$ cat src/fan_monitor_cfg.svh
`ifndef FAN_MONITOR_CFG_SVH
`define FAN_MONITOR_CFG_SVH
// serial bus identity
`define SMB_DEV_ADDR 7'h2E
// register offsets
`define REG_EXT_CFG 8'h7C
`define REG_PIN_CFG 8'h7D
`define REG_TEMP_OFFSET 8'h70
`define REG_MAX_DUTY 8'h71
`define REG_OVERTEMP_LIM 8'h72
`define REG_SLOW_FREQ 8'h73
`define REG_TEST_GPIO 8'h74
`define REG_STATUS2 8'h75
`define REG_TEMP_CODE 8'h76
// reset values
`define EXT_CFG_RST 8'h01
`define PIN_CFG_RST 8'h00
`define TEMP_OFFSET_RST 8'h00
`define MAX_DUTY_RST 8'hFF
`define OVERTEMP_LIM_RST 8'hA4
`define SLOW_FREQ_RST 8'h01
`define TEST_GPIO_RST 8'h00
// field positions
`define EXT_RANGE_BIT 0
`define EXT_SLOW_BIT 1
`define GPIO_DIR_BIT 2
`define GPIO_POL_BIT 3
`define TEST_XOR_BIT 0
`define TEST_GPIO_OUT_BIT 1
`define STAT2_FAILSAFE_BIT 0
`define STAT2_OVERTEMP_BIT 1
`define STAT2_MONITOR_BIT 2
`define STAT2_SHARED_BIT 5
// pin function codes
`define PINF_FAN4 2'h0
`define PINF_OVERTEMP 2'h1
`define PINF_ALERT 2'h2
`define PINF_GPIO 2'h3
// temperature format and full duty value
`define TEMP_BIAS 10'h040
`define FULL_DUTY 8'hFF
// timing
`define CLK_FREQ_HZ 200000000
`define FAILSAFE_TIME_MS 4600
`define FAILSAFE_CYCLES (`FAILSAFE_TIME_MS * (`CLK_FREQ_HZ / 1000))
`define DRIVE_STEPS 256
`define FAST_DRIVE_HZ 22500
`define FAST_TICK_CYCLES (`CLK_FREQ_HZ / (`FAST_DRIVE_HZ * `DRIVE_STEPS))
`define SLOW_BASE_HZ 10
`define SLOW_ACC_LIMIT (`CLK_FREQ_HZ / (`SLOW_BASE_HZ * `DRIVE_STEPS))
`define SLOW_MULT_MAX 4'hA
`endif

$ cat src/fan_monitor_pkg.sv
package fan_monitor_pkg;
	// start-up sequence
	typedef enum logic [3:0] {ST_WAIT = 4'h1, ST_TIMING = 4'h2, ST_NORMAL = 4'h4,
		ST_FAILSAFE = 4'h8} startup_t;
	// serial slave states
	typedef enum logic [6:0] {SB_IDLE = 7'h01, SB_DEVADDR = 7'h02, SB_ACKADDR = 7'h04,
		SB_RX = 7'h08, SB_ACKRX = 7'h10, SB_TX = 7'h20, SB_ACKTX = 7'h40} smb_state_t;
	typedef struct packed {
		smb_state_t st;
		logic [3:0] bitcnt;
		logic [7:0] shreg;
		logic rw;
		logic first;
		logic matched;
		logic [7:0] ptr;
		logic sda_oe;
		logic scl_q;
		logic sda_q;
		logic wr_stb;
		logic [7:0] wr_data;
		logic addr_hit;
		logic done;
	} smb_regs_t;
	typedef struct packed {
		startup_t st;
		logic [29:0] timer;
		logic [7:0] ext_cfg;
		logic [7:0] pin_cfg;
		logic [7:0] temp_offset;
		logic [7:0] max_duty;
		logic [7:0] overtemp_lim;
		logic [7:0] slow_freq;
		logic [7:0] test_gpio;
		logic [7:0] temp_code;
		logic over;
		logic [5:0] tick_cnt;
		logic [16:0] slow_acc;
		logic [7:0] drv_cnt;
		logic [2:0] fan;
		logic mf_oe;
		logic shared_stat;
		logic ot_in;
		logic f4_speed;
	} ctrl_regs_t;
endpackage

$ cat src/smb_if.sv
interface smb_if;
	logic wr_stb; // one-cycle register write
	logic [7:0] wr_addr; // target of the write
	logic [7:0] wr_data; // byte being written
	logic [7:0] rd_ptr; // current address pointer
	logic [7:0] rd_data; // byte served to a read
	logic addr_hit; // pulse: device address matched
	logic done; // pulse: addressed transaction ended
	modport slave (output wr_stb, wr_addr, wr_data, rd_ptr, addr_hit, done, input rd_data);
	modport regs (input wr_stb, wr_addr, wr_data, rd_ptr, addr_hit, done, output rd_data);
endinterface

$ cat src/fan_monitor.sv
`include "fan_monitor_cfg.svh"
// Overview of operation
// - start monitoring once core voltage powers up
// - else start monitoring once first addressed transaction ends or a byte is written
// - full fan speed if unaddressed 4.6 s
// - no core voltage: no timeout; write restores normal
// - programming always accepted, even after fail-safe
// - over temperature limit forces full fan speed
// - drive bit clear: fast 22.5 kHz drive
// - drive bit set: slow 10-100 Hz drive
// - range bit clear selects legacy two's complement range
// - extended range -64..191, bias 64, default
// - temperature offset +-64 C, half-degree steps
// - automatic duty capped at programmed maximum
// - bit 2 sets general pin direction
// - bit 3 sets general pin polarity
// - status bit 5 reports shared pin state in overtemp and general pin roles, fan4 fault in fan4 role, 0 in alert role
// - shared pin takes one of four roles
// - alert role: open-drain out-of-limit output
// - answer only the fixed address 2E
// - all configuration goes through the serial bus
// - xor test mode routes tree to first drive
// - first write byte loads the address pointer
module fan_monitor
	import fan_monitor_pkg::*;
#(
	parameter int FS_CYCLES = `FAILSAFE_CYCLES, // fail-safe wait, shorten in simulation
	parameter int SLOW_ACC_LIMIT = `SLOW_ACC_LIMIT // slow drive base divider
)
(
	// clock and reset
	input wire logic CLK,
	input wire logic RSTN,
	input wire logic CE,
	// serial bus pins
	input wire logic SCL,
	input wire logic SDA_I,
	output logic SDA_O,
	output logic SDA_OE,
	// supply and measurement
	input wire logic CPU_CORE_VOLTAGE_INPUT,
	input wire logic [9:0] TEMP_IN,
	input wire logic [23:0] DUTY_REQ,
	input wire logic ALERT_REQ,
	input wire logic FAN4_FAULT,
	input wire logic XOR_TREE_OUTPUT,
	// fan drives, bit 0 is the first drive
	output logic [2:0] FAN_DRIVE,
	output logic FAST_FAN_DRIVE,
	// shared pin
	input wire logic MF_PIN_I,
	output logic MF_PIN_O,
	output logic MF_PIN_OE,
	output logic OVERTEMPERATURE_PIN_ASSERTED,
	output logic FAN4_SPEED_INPUT,
	// status
	output logic MONITOR_EN,
	output logic FAILSAFE,
	output logic [7:0] TEMP_CODE
);
	ctrl_regs_t c_r; // all block state
	ctrl_regs_t c_nxt; // next state
	smb_if bus(); // slave to register file
	logic [10:0] corr; // corrected temperature, half degrees
	logic [9:0] deg; // whole degrees, signed
	logic [9:0] biased; // degrees plus extended bias
	logic [7:0] code; // reading in the selected format
	logic over_now; // reading above the limit
	logic full; // fail-safe or over-temperature full speed request
	logic tick; // one drive counter step
	logic [17:0] acc_sum; // slow accumulator trial sum
	logic [3:0] mult; // slow frequency multiple of 10 Hz
	logic [7:0] duty_eff [3]; // duty after cap and override
	logic [2:0] fan_nxt; // per channel drive level
	logic gpio_lvl; // general pin wanted level
	logic [1:0] pinf; // shared pin role
	logic [7:0] status2; // composed status byte

	smb_slave u_slave (
		.clk(CLK),
		.rstn(RSTN),
		.ce(CE),
		.scl(SCL),
		.sda_i(SDA_I),
		.sda_oe(SDA_OE),
		.bus(bus.slave)
	);
	assign SDA_O = 1'b0;

	////////////////////////////////////////////////////////////////////////////
	// temperature conversion, offset applied before formatting
	always_comb
	begin
		corr = {TEMP_IN[9], TEMP_IN} + {{3{c_r.temp_offset[7]}}, c_r.temp_offset};
		deg = corr[10:1];
		biased = deg + `TEMP_BIAS;
		if (c_r.ext_cfg[`EXT_RANGE_BIT])
		begin
			// extended: unsigned code with bias 64, clamped
			if (biased[9])
				code = 8'h00;
			else if (biased[8])
				code = 8'hFF;
			else
				code = biased[7:0];
		end
		else
		begin
			// legacy: two's complement clamped to +-127
			if ($signed(deg) > $signed(10'h07F))
				code = 8'h7F;
			else if ($signed(deg) < $signed(10'h381))
				code = 8'h81;
			else
				code = deg[7:0];
		end
		// compare in the same format as the limit register
		if (c_r.ext_cfg[`EXT_RANGE_BIT])
			over_now = c_r.temp_code > c_r.overtemp_lim;
		else
			over_now = $signed(c_r.temp_code) > $signed(c_r.overtemp_lim);
	end

	// drive counter step rate
	always_comb
	begin
		if (c_r.slow_freq[3:0] == 4'h0)
			mult = 4'h1;
		else if (c_r.slow_freq[3:0] > `SLOW_MULT_MAX)
			mult = `SLOW_MULT_MAX;
		else
			mult = c_r.slow_freq[3:0];
		acc_sum = {1'b0, c_r.slow_acc} + {14'h0000, mult};
		if (c_r.ext_cfg[`EXT_SLOW_BIT])
			tick = acc_sum >= 18'(SLOW_ACC_LIMIT);
		else
			tick = c_r.tick_cnt == 6'(`FAST_TICK_CYCLES - 1);
	end

	////////////////////////////////////////////////////////////////////////////
	// per channel duty and comparator
	assign full = c_r.st == ST_FAILSAFE || c_r.over;
	genvar gi;
	generate
		for (gi = 0; gi < 3; gi++)
		begin : g_fan
			// full speed overrides the capped loop request
			assign duty_eff[gi] = full ? `FULL_DUTY :
				(DUTY_REQ[gi*8 +: 8] > c_r.max_duty ? c_r.max_duty : DUTY_REQ[gi*8 +: 8]);
			assign fan_nxt[gi] = duty_eff[gi] == `FULL_DUTY || c_r.drv_cnt < duty_eff[gi];
		end
	endgenerate

	// shared pin pieces
	assign pinf = c_r.pin_cfg[1:0];
	assign gpio_lvl = c_r.ext_cfg[`GPIO_POL_BIT] ? c_r.test_gpio[`TEST_GPIO_OUT_BIT] :
		~c_r.test_gpio[`TEST_GPIO_OUT_BIT];

	////////////////////////////////////////////////////////////////////////////
	// main next-state process
	always_comb
	begin
		c_nxt = c_r;
		// start-up and fail-safe sequence
		case (c_r.st)
			ST_WAIT:
			begin
				if (CPU_CORE_VOLTAGE_INPUT)
				begin
					c_nxt.st = ST_TIMING;
					c_nxt.timer = 30'h0;
				end
				else if (bus.done || bus.wr_stb)
					c_nxt.st = ST_NORMAL;
			end
			ST_TIMING:
			begin
				if (bus.addr_hit)
					c_nxt.st = ST_NORMAL;
				else if (c_r.timer == 30'(FS_CYCLES - 1))
					c_nxt.st = ST_FAILSAFE;
				else
					c_nxt.timer = c_r.timer + 30'h1;
			end
			ST_NORMAL:
				c_nxt.st = ST_NORMAL;
			ST_FAILSAFE:
			begin
				// any write hands control back to the programmed settings
				if (bus.wr_stb)
					c_nxt.st = ST_NORMAL;
			end
			default:
				c_nxt.st = ST_WAIT;
		endcase
		// register writes, effective next cycle
		if (bus.wr_stb)
		begin
			case (bus.wr_addr)
				`REG_EXT_CFG: c_nxt.ext_cfg = bus.wr_data;
				`REG_PIN_CFG: c_nxt.pin_cfg = bus.wr_data;
				`REG_TEMP_OFFSET: c_nxt.temp_offset = bus.wr_data;
				`REG_MAX_DUTY: c_nxt.max_duty = bus.wr_data;
				`REG_OVERTEMP_LIM: c_nxt.overtemp_lim = bus.wr_data;
				`REG_SLOW_FREQ: c_nxt.slow_freq = bus.wr_data;
				`REG_TEST_GPIO: c_nxt.test_gpio = bus.wr_data;
				default: c_nxt.ext_cfg = c_r.ext_cfg; // read-only or unmapped
			endcase
		end
		// measurement only while monitoring runs
		if (c_r.st != ST_WAIT)
		begin
			c_nxt.temp_code = code;
			c_nxt.over = over_now;
		end
		// drive counter
		if (c_r.ext_cfg[`EXT_SLOW_BIT])
			c_nxt.slow_acc = tick ? 17'(acc_sum - 18'(SLOW_ACC_LIMIT)) : acc_sum[16:0];
		else
			c_nxt.tick_cnt = tick ? 6'h00 : c_r.tick_cnt + 6'h01;
		if (tick)
			c_nxt.drv_cnt = c_r.drv_cnt + 8'h01;
		c_nxt.fan = fan_nxt;
		if (c_r.test_gpio[`TEST_XOR_BIT])
			c_nxt.fan[0] = XOR_TREE_OUTPUT;
		// shared pin, open drain, exactly one role
		c_nxt.ot_in = pinf == `PINF_OVERTEMP && !MF_PIN_I;
		c_nxt.f4_speed = pinf == `PINF_FAN4 ? MF_PIN_I : 1'b1;
		case (pinf)
			`PINF_ALERT:
			begin
				c_nxt.mf_oe = ALERT_REQ || c_r.over;
				c_nxt.shared_stat = 1'b0;
			end
			`PINF_OVERTEMP:
			begin
				c_nxt.mf_oe = c_r.over;
				c_nxt.shared_stat = !MF_PIN_I;
			end
			`PINF_GPIO:
			begin
				c_nxt.mf_oe = c_r.ext_cfg[`GPIO_DIR_BIT] && !gpio_lvl;
				c_nxt.shared_stat = c_r.ext_cfg[`GPIO_POL_BIT] ? MF_PIN_I : !MF_PIN_I;
			end
			default:
			begin
				c_nxt.mf_oe = 1'b0;
				c_nxt.shared_stat = FAN4_FAULT;
			end
		endcase
	end

	// state register
	always_ff @(posedge CLK or negedge RSTN)
	begin
		if (!RSTN)
			c_r <= '{st: ST_WAIT, ext_cfg: `EXT_CFG_RST, pin_cfg: `PIN_CFG_RST,
				temp_offset: `TEMP_OFFSET_RST, max_duty: `MAX_DUTY_RST,
				overtemp_lim: `OVERTEMP_LIM_RST, slow_freq: `SLOW_FREQ_RST,
				test_gpio: `TEST_GPIO_RST, f4_speed: 1'b1, default: '0};
		else if (CE)
			c_r <= c_nxt;
	end

	////////////////////////////////////////////////////////////////////////////
	// register read mux
	always_comb
	begin
		status2 = 8'h00;
		status2[`STAT2_FAILSAFE_BIT] = c_r.st == ST_FAILSAFE;
		status2[`STAT2_OVERTEMP_BIT] = c_r.over;
		status2[`STAT2_MONITOR_BIT] = c_r.st != ST_WAIT;
		status2[`STAT2_SHARED_BIT] = c_r.shared_stat;
		case (bus.rd_ptr)
			`REG_EXT_CFG: bus.rd_data = c_r.ext_cfg;
			`REG_PIN_CFG: bus.rd_data = c_r.pin_cfg;
			`REG_TEMP_OFFSET: bus.rd_data = c_r.temp_offset;
			`REG_MAX_DUTY: bus.rd_data = c_r.max_duty;
			`REG_OVERTEMP_LIM: bus.rd_data = c_r.overtemp_lim;
			`REG_SLOW_FREQ: bus.rd_data = c_r.slow_freq;
			`REG_TEST_GPIO: bus.rd_data = c_r.test_gpio;
			`REG_STATUS2: bus.rd_data = status2;
			`REG_TEMP_CODE: bus.rd_data = c_r.temp_code;
			default: bus.rd_data = 8'h00;
		endcase
	end

	// outputs
	assign FAN_DRIVE = c_r.fan;
	assign FAST_FAN_DRIVE = !c_r.ext_cfg[`EXT_SLOW_BIT];
	assign MF_PIN_O = 1'b0;
	assign MF_PIN_OE = c_r.mf_oe;
	assign OVERTEMPERATURE_PIN_ASSERTED = c_r.ot_in;
	assign FAN4_SPEED_INPUT = c_r.f4_speed;
	assign MONITOR_EN = c_r.st != ST_WAIT;
	assign FAILSAFE = c_r.st == ST_FAILSAFE;
	assign TEMP_CODE = c_r.temp_code;
endmodule

$ cat src/smb_slave.sv
`include "fan_monitor_cfg.svh"
module smb_slave
	import fan_monitor_pkg::*;
(
	// clock and reset
	input wire logic clk,
	input wire logic rstn,
	input wire logic ce,
	// serial pins
	input wire logic scl,
	input wire logic sda_i,
	output logic sda_oe,
	// register side
	smb_if.slave bus
);
	smb_regs_t r_r; // all slave state
	smb_regs_t r_nxt; // next state
	logic scl_rise, scl_fall, start_c, stop_c;

	////////////////////////////////////////////////////////////////////////////
	// bus conditions seen between two samples
	assign scl_rise = scl & ~r_r.scl_q;
	assign scl_fall = ~scl & r_r.scl_q;
	assign start_c = scl & r_r.scl_q & r_r.sda_q & ~sda_i;
	assign stop_c = scl & r_r.scl_q & ~r_r.sda_q & sda_i;

	// protocol engine
	always_comb
	begin
		r_nxt = r_r;
		r_nxt.scl_q = scl;
		r_nxt.sda_q = sda_i;
		r_nxt.wr_stb = 1'b0;
		r_nxt.addr_hit = 1'b0;
		r_nxt.done = 1'b0;
		if (start_c || stop_c)
		begin
			// a repeated start also closes the previous transaction
			r_nxt.done = r_r.matched;
			r_nxt.matched = 1'b0;
			r_nxt.sda_oe = 1'b0;
			r_nxt.bitcnt = 4'h0;
			r_nxt.first = 1'b1;
			r_nxt.st = start_c ? SB_DEVADDR : SB_IDLE;
		end
		else
		begin
			case (r_r.st)
				SB_DEVADDR, SB_RX:
				begin
					if (scl_rise)
					begin
						r_nxt.shreg = {r_r.shreg[6:0], sda_i};
						r_nxt.bitcnt = r_r.bitcnt + 4'h1;
					end
					else if (scl_fall && r_r.bitcnt == 4'h8)
					begin
						r_nxt.bitcnt = 4'h0;
						if (r_r.st == SB_DEVADDR)
						begin
							// fixed address only, others are left alone
							if (r_r.shreg[7:1] == `SMB_DEV_ADDR)
							begin
								r_nxt.sda_oe = 1'b1;
								r_nxt.rw = r_r.shreg[0];
								r_nxt.matched = 1'b1;
								r_nxt.addr_hit = 1'b1;
								r_nxt.st = SB_ACKADDR;
							end
							else
								r_nxt.st = SB_IDLE;
						end
						else
						begin
							r_nxt.sda_oe = 1'b1;
							r_nxt.st = SB_ACKRX;
							r_nxt.first = 1'b0;
							// first byte is the pointer, later ones are data
							if (r_r.first)
								r_nxt.ptr = r_r.shreg;
							else
							begin
								r_nxt.wr_stb = 1'b1;
								r_nxt.wr_data = r_r.shreg;
							end
						end
					end
				end
				SB_ACKADDR:
				begin
					if (scl_fall)
					begin
						r_nxt.bitcnt = 4'h0;
						if (r_r.rw)
						begin
							// open drain: drive low only for a zero bit
							r_nxt.shreg = bus.rd_data;
							r_nxt.sda_oe = ~bus.rd_data[7];
							r_nxt.st = SB_TX;
						end
						else
						begin
							r_nxt.sda_oe = 1'b0;
							r_nxt.st = SB_RX;
						end
					end
				end
				SB_ACKRX:
				begin
					if (scl_fall)
					begin
						r_nxt.sda_oe = 1'b0;
						r_nxt.st = SB_RX;
					end
				end
				SB_TX:
				begin
					if (scl_fall)
					begin
						if (r_r.bitcnt == 4'h7)
						begin
							r_nxt.sda_oe = 1'b0;
							r_nxt.st = SB_ACKTX;
						end
						else
						begin
							r_nxt.sda_oe = ~r_r.shreg[6];
							r_nxt.shreg = {r_r.shreg[6:0], 1'b0};
							r_nxt.bitcnt = r_r.bitcnt + 4'h1;
						end
					end
				end
				SB_ACKTX:
				begin
					// master ack asks for the same register again
					if (scl_rise)
						r_nxt.st = sda_i ? SB_IDLE : SB_ACKADDR;
				end
				default:
					r_nxt.st = SB_IDLE;
			endcase
		end
	end

	// state register
	always_ff @(posedge clk or negedge rstn)
	begin
		if (!rstn)
			r_r <= '{st: SB_IDLE, first: 1'b1, scl_q: 1'b1, sda_q: 1'b1, default: '0};
		else if (ce)
			r_r <= r_nxt;
	end

	assign sda_oe = r_r.sda_oe;
	assign bus.wr_stb = r_r.wr_stb;
	assign bus.wr_addr = r_r.ptr;
	assign bus.wr_data = r_r.wr_data;
	assign bus.rd_ptr = r_r.ptr;
	assign bus.addr_hit = r_r.addr_hit;
	assign bus.done = r_r.done;
endmodule

$ cat config.mk
export PLATFORM = sky130hd
export DESIGN_NAME = fan_monitor
export DESIGN_NICKNAME = d
export VERILOG_FILES = /design/src/fan_monitor_pkg.sv /design/src/smb_if.sv /design/src/fan_monitor.sv /design/src/smb_slave.sv
export VERILOG_INCLUDE_DIRS = /design/src
export SDC_FILE = /design/constraint.sdc
export NUM_CORES = 1
export LEC_CHECK = 0
export ABC_AREA = 1
export BUFFER_PORTS_ARGS = -buffer_cell sky130_fd_sc_hd__buf_2
export CAP_MARGIN = 20
export CORE_ASPECT_RATIO = 0.9
export CORE_UTILIZATION = 30
export CTS_CLUSTER_SIZE = 16
export DETAILED_ROUTE_END_ITERATION = 7
export PLACE_DENSITY_LB_ADDON = 0.3
export RECOVER_POWER = 100
export SETUP_SLACK_MARGIN = 0.15
export SYNTH_ARGS = -nofsm -noshare
export SYNTH_HDL_FRONTEND = slang
export SYNTH_SLANG_ARGS = --single-unit
export TNS_END_PERCENT = 10
$ cat constraint.sdc
create_clock -name CLK -period 3.3 [get_ports CLK]
set_input_delay 0.165 -clock CLK [delete_from_list [all_inputs] [get_ports CLK]]
set_output_delay 0.165 -clock CLK [all_outputs]
set_load 0.01 [all_outputs]
==> implementation parameters <==
Parameter                              Value

Outcome
  Result of the run    complete, but fails checks
  Failing checks    max-capacitance violations, max-slew violations

Clock network
  Num CTS Buffers    17
  Number of H-tree levels    4
  Max Root-Sink Buffers    2
  Number of clock sinks    around 180
  TritonCTS clock tree    done
  Clock latency on the worst-skew pair    about 0.47 ns
  Clock transition at the registers of the reported paths    roughly 0.080 ns
  CTS Root Cell    sky130_fd_sc_hd__clkbuf_16

Synthesis
  Library cells used by synthesis    55
  Main combinational cell family by area after synthesis    simple AND/OR/NAND/NOR gates
  Adder and majority cell fraction of the synthesized area    7.88%
  Gate count after technology mapping    1836
  Synthesized area per cell    just under 7 um2
  Post-synthesis compound-gate area fraction    about an eighth
  Flops & latches, synth    181
  Multiplexer share of the synthesized area    less than 1%
  Xor/xnor cell area share of the yosys netlist    1.84%
  Simple-gate share of the synthesized area    around 31%
  Sequential-to-total area share from yosys stat    35.7%
  Cell area after synthesis    ~0.013 mm2
  YS warnings    0

Min path
  Kind of path behind the tightest hold check    in2reg
  Number of cells traversed by the worst hold path    3
  Hold EP    FAN4_SPEED_INPUT
  Hold wc startpoint    MF_PIN_I

Layout
  Fill count    between 4000 and 5000
  Area overhead of the layout relative to synthesis    15.3%
  Cell area after layout    roughly 0.015 mm2
  Number of non-filler instances in the completed layout    about 2500
  Share of layout cells above drive strength 1    roughly 11%
  Share of the core filled with cells    35.1%
  Antenna diode count    0
  Nets@finish    approximately 2000

Detailed routing
  Post-DRT Antenna Nets    0
  Final wirelength    between 30000 and 40000 um
  Average detailed-routed wire length per instance    14.7 um
  First DRT Iteration DRCs    roughly 800
  DRC violations left    0
  Vias post-DR    12200
  Routed via count divided by cell count    around 5
  Number of optimization iterations in the first detailed-route pass    5

Die
  Initial core utilization    30.5%
  Die span in y    198 um
  Site Rows    between 70 and 80
  Top-level I/O count    between 60 and 70
  Die extent in x    219 um
  Placeable core region    0.0418 mm2
  Die Outline Area    0.0433 mm2

Power and ir drop
  Static leakage    about 7 nW
  PnR Total Power    approximately 6.8 mW
  Power density cells    about 460 mW/mm2
  Maximum ir drop on the vdd rail    between 0.3 and 0.4 mV

Placement
  Post-Place Cell Area    0.0137 mm2
  Total placed cells including tap cells    about 2400
  Worst Setup Slack post-DPL    approximately 0.030 ns
  Final weighted congestion of routability-driven global placement    between 0.9 and 1
  Half-perimeter wire length after placement    roughly 28000 um
  Count of input and output buffers    61

Worst setup path
  Arrival time worst endpoint    between 3 and 4 ns
  Worst setup path category    reg2reg
  Worst path required time    between 3 and 4 ns
  Launching element type of the critical path    flop
  Worst Setup End Kind    flop
  Worst Reg-to-Reg Cells    24
  Worst r2r src    c_r[58]
  Register-to-register setup slack    between 0.2 and 0.3 ns
  Critical R2R Capture    c_r[25]
  CP max FO    6

STA
  Minimum clock period    3.04 ns
  Unrepaired setup endpoints after global routing    true
  Hold violation count in the final report    0
  Worst hold-check slack    a little over 0.03 ns
  Skew final    ~0.021 ns
  Final TNS setup    0 ns
  Final setup slack of the worst path    about 0.26 ns
  Number of endpoints failing setup at the final stage    0
  Worst relative slew slack    -29.8%
  Fmax    0.329 GHz
  Final Slew Violations    slightly above 70
  Final period util    92.2%
  Transition at the pin with the smallest max-transition slack    slightly below 2 ns

GRT
  Wire length of the first global-routing pass    between 50000 and 60000 um
  Via count of the first global-routing pass    around 11000
  Total global-route track usage    ~17%
  Number of antenna violations at the first check in global routing    0
  Grt total ovfl    0
  Maximum number of pins on one net before global-route repair    75

Run
  Reported max-cap violation count    1
## critical path, stage by stage (launching register included)
cell and delay, ns:
sky130_fd_sc_hd__dfrtp_1 0.37, sky130_fd_sc_hd__inv_2 0.06, sky130_fd_sc_hd__a22oi_2 0.20, sky130_fd_sc_hd__a21oi_2 0.05, sky130_fd_sc_hd__ha_2 0.21, sky130_fd_sc_hd__fa_2 0.44
sky130_fd_sc_hd__nand3_2 0.11, sky130_fd_sc_hd__inv_2 0.05, sky130_fd_sc_hd__nor2_4 0.10, sky130_fd_sc_hd__nor2_2 0.05, sky130_fd_sc_hd__nand2_1 0.05, sky130_fd_sc_hd__nand2_1 0.06
sky130_fd_sc_hd__nand2_2 0.11, sky130_fd_sc_hd__nand2_4 0.06, sky130_fd_sc_hd__nand2_2 0.07, sky130_fd_sc_hd__nand2_1 0.05, sky130_fd_sc_hd__nand2_1 0.06, sky130_fd_sc_hd__nand2_2 0.06
sky130_fd_sc_hd__nor2_4 0.24, sky130_fd_sc_hd__nand2_8 0.12, sky130_fd_sc_hd__buf_6 0.15, sky130_fd_sc_hd__nand2_1 0.05, sky130_fd_sc_hd__nand2_1 0.05, sky130_fd_sc_hd__nand3_1 0.08
sky130_fd_sc_hd__nand2_1 0.07
## cell type report
class                   count  area (um2)  share of cell area [%]
inverters                 269        1010                    6.89
well taps                 547         684                    4.66
clock inverters            15         195                    1.33
clock buffers              17         425                    2.90
repair buffers             96         584                    3.98
flip-flops and latches    181        4560                    31.0
multi-input cells        1346        7230                    49.2
## layout by cell type (no fill, tap or decap), types with 6 or more instances in the layout
master / instances
sky130_fd_sc_hd__dfstp_1: 6
sky130_fd_sc_hd__inv_2: 9
sky130_fd_sc_hd__xnor2_1: 7
sky130_fd_sc_hd__clkbuf_16: 17
sky130_fd_sc_hd__xor2_1: 14
sky130_fd_sc_hd__nor2_1: 145
sky130_fd_sc_hd__nor4_1: 14
sky130_fd_sc_hd__buf_4: 21
sky130_fd_sc_hd__nand4_1: 34
sky130_fd_sc_hd__nor3_1: 33
sky130_fd_sc_hd__dfstp_2: 13
sky130_fd_sc_hd__nand3_2: 6
sky130_fd_sc_hd__o21ai_0: 115
sky130_fd_sc_hd__nand2_2: 22
sky130_fd_sc_hd__o21bai_1: 6
sky130_fd_sc_hd__nand2_4: 7
sky130_fd_sc_hd__clkbuf_1: 18
sky130_fd_sc_hd__o21a_1: 9
sky130_fd_sc_hd__a21oi_1: 100
sky130_fd_sc_hd__ha_1: 71
sky130_fd_sc_hd__a221oi_1: 9
sky130_fd_sc_hd__nand2_1: 516
sky130_fd_sc_hd__buf_6: 7
sky130_fd_sc_hd__inv_1: 254
sky130_fd_sc_hd__buf_2: 44
sky130_fd_sc_hd__a211oi_1: 6
sky130_fd_sc_hd__nand3_1: 140
sky130_fd_sc_hd__a22oi_1: 8
sky130_fd_sc_hd__dfrtp_1: 160
sky130_fd_sc_hd__nor2_2: 7
sky130_fd_sc_hd__o31ai_1: 11
## metal layers
layer  vias up  GRT usage, %  share of wire [%]
li1       6139             -                  -
met1      5757          24.4                 50
met2       259          26.7                 45
met3        36          2.89                4.1
met4         0          3.63                1.1
met5         -             0                  0
## cell families after synthesis
kind of cell | after synthesis
other | 1
flip-flops | 181
XOR/XNOR | 25
AO/OA/AOI/OAI | 293
buffers and inverters | 312
adder cells (fa/ha/maj) | 79
multiplexers | 4
AND/OR/NAND/NOR | 941
## report_power, final
part,internal (mW),total [mW],leakage (nW),switching (mW)
Sequential,2.49,2.77,2.32,0.273
Clock,1.04,2.15,0.301,1.11
Combinational,0.626,1.84,4.38,1.21
Total,4.16,6.76,7.00,2.59
## synthesized netlist by cell type, drive strengths merged
| master | count | area [um2] |
|---|---|---|
| a211oi | 6 | 45.0 |
| a21o | 2 | 15.0 |
| a21oi | 102 | 510 |
| a221oi | 9 | 78.8 |
| a22o | 2 | 17.5 |
| a22oi | 9 | 67.6 |
| a2bb2oi | 1 | 8.76 |
| a31oi | 4 | 25.0 |
| a32o | 1 | 10.0 |
| a41oi | 1 | 8.76 |
| and2 | 2 | 12.5 |
| buf | 23 | 170 |
| clkbuf | 20 | 75.1 |
| clkinv | 5 | 18.8 |
| conb | 1 | 3.75 |
| dfrtp | 162 | 4050 |
| dfstp | 19 | 499 |
| fa | 2 | 40.0 |
| ha | 77 | 963 |
| inv | 264 | 991 |
| mux2i | 4 | 40.0 |
| nand2 | 545 | 2070 |
| nand3 | 148 | 758 |
| nand3b | 3 | 22.5 |
| nand4 | 34 | 213 |
| nor2 | 155 | 592 |
| nor3 | 37 | 200 |
| nor4 | 14 | 87.6 |
| o2111ai | 2 | 17.5 |
| o211ai | 1 | 7.51 |
| o21a | 9 | 67.6 |
| o21ai | 120 | 608 |
| o21bai | 7 | 63.8 |
| o221ai | 1 | 8.76 |
| o22ai | 5 | 31.3 |
| o31ai | 11 | 82.6 |
| or2 | 2 | 12.5 |
| or3 | 1 | 6.26 |
| xnor2 | 8 | 77.6 |
| xor2 | 17 | 156 |
## flip-flops by register name, indices dropped and copies added, names as in the netlist
name	count
FAN4_SPEED_INPUT	1
FAN_DRIVE	3
MF_PIN_OE	1
OVERTEMPERATURE_PIN_ASSERTED	1
TEMP_CODE	8
c_r	123
u_slave.bus.addr_hit	1
u_slave.bus.done	1
u_slave.bus.rd_ptr	8
u_slave.bus.wr_data	8
u_slave.bus.wr_stb	1
u_slave.r_r	24
u_slave.sda_oe	1
## worst max-delay path by stage
stage               startpoint      end  slack, ns  cells after the start
floorplan              c_r[58]  c_r[34]       0.40                     21
global placement       c_r[58]  c_r[14]       0.12                     21
detailed placement     c_r[58]  c_r[14]       0.03                     21
CTS                    c_r[58]  c_r[29]       0.14                     19
global route           c_r[58]  c_r[23]       0.04                     24
finish                 c_r[58]  c_r[25]       0.26                     24
## timing repair
action / in CTS / in global routing
pin swaps: 1 / 28
hold endpoints to repair: 61 / 0
setup endpoints to repair: 27 / 39
gates cloned: 2 / 1
resized for setup: 7 / 80
setup buffers: 2 / 9
hold buffers: 3 / 0
Note: power is estimated with default switching activity, not from simulation.
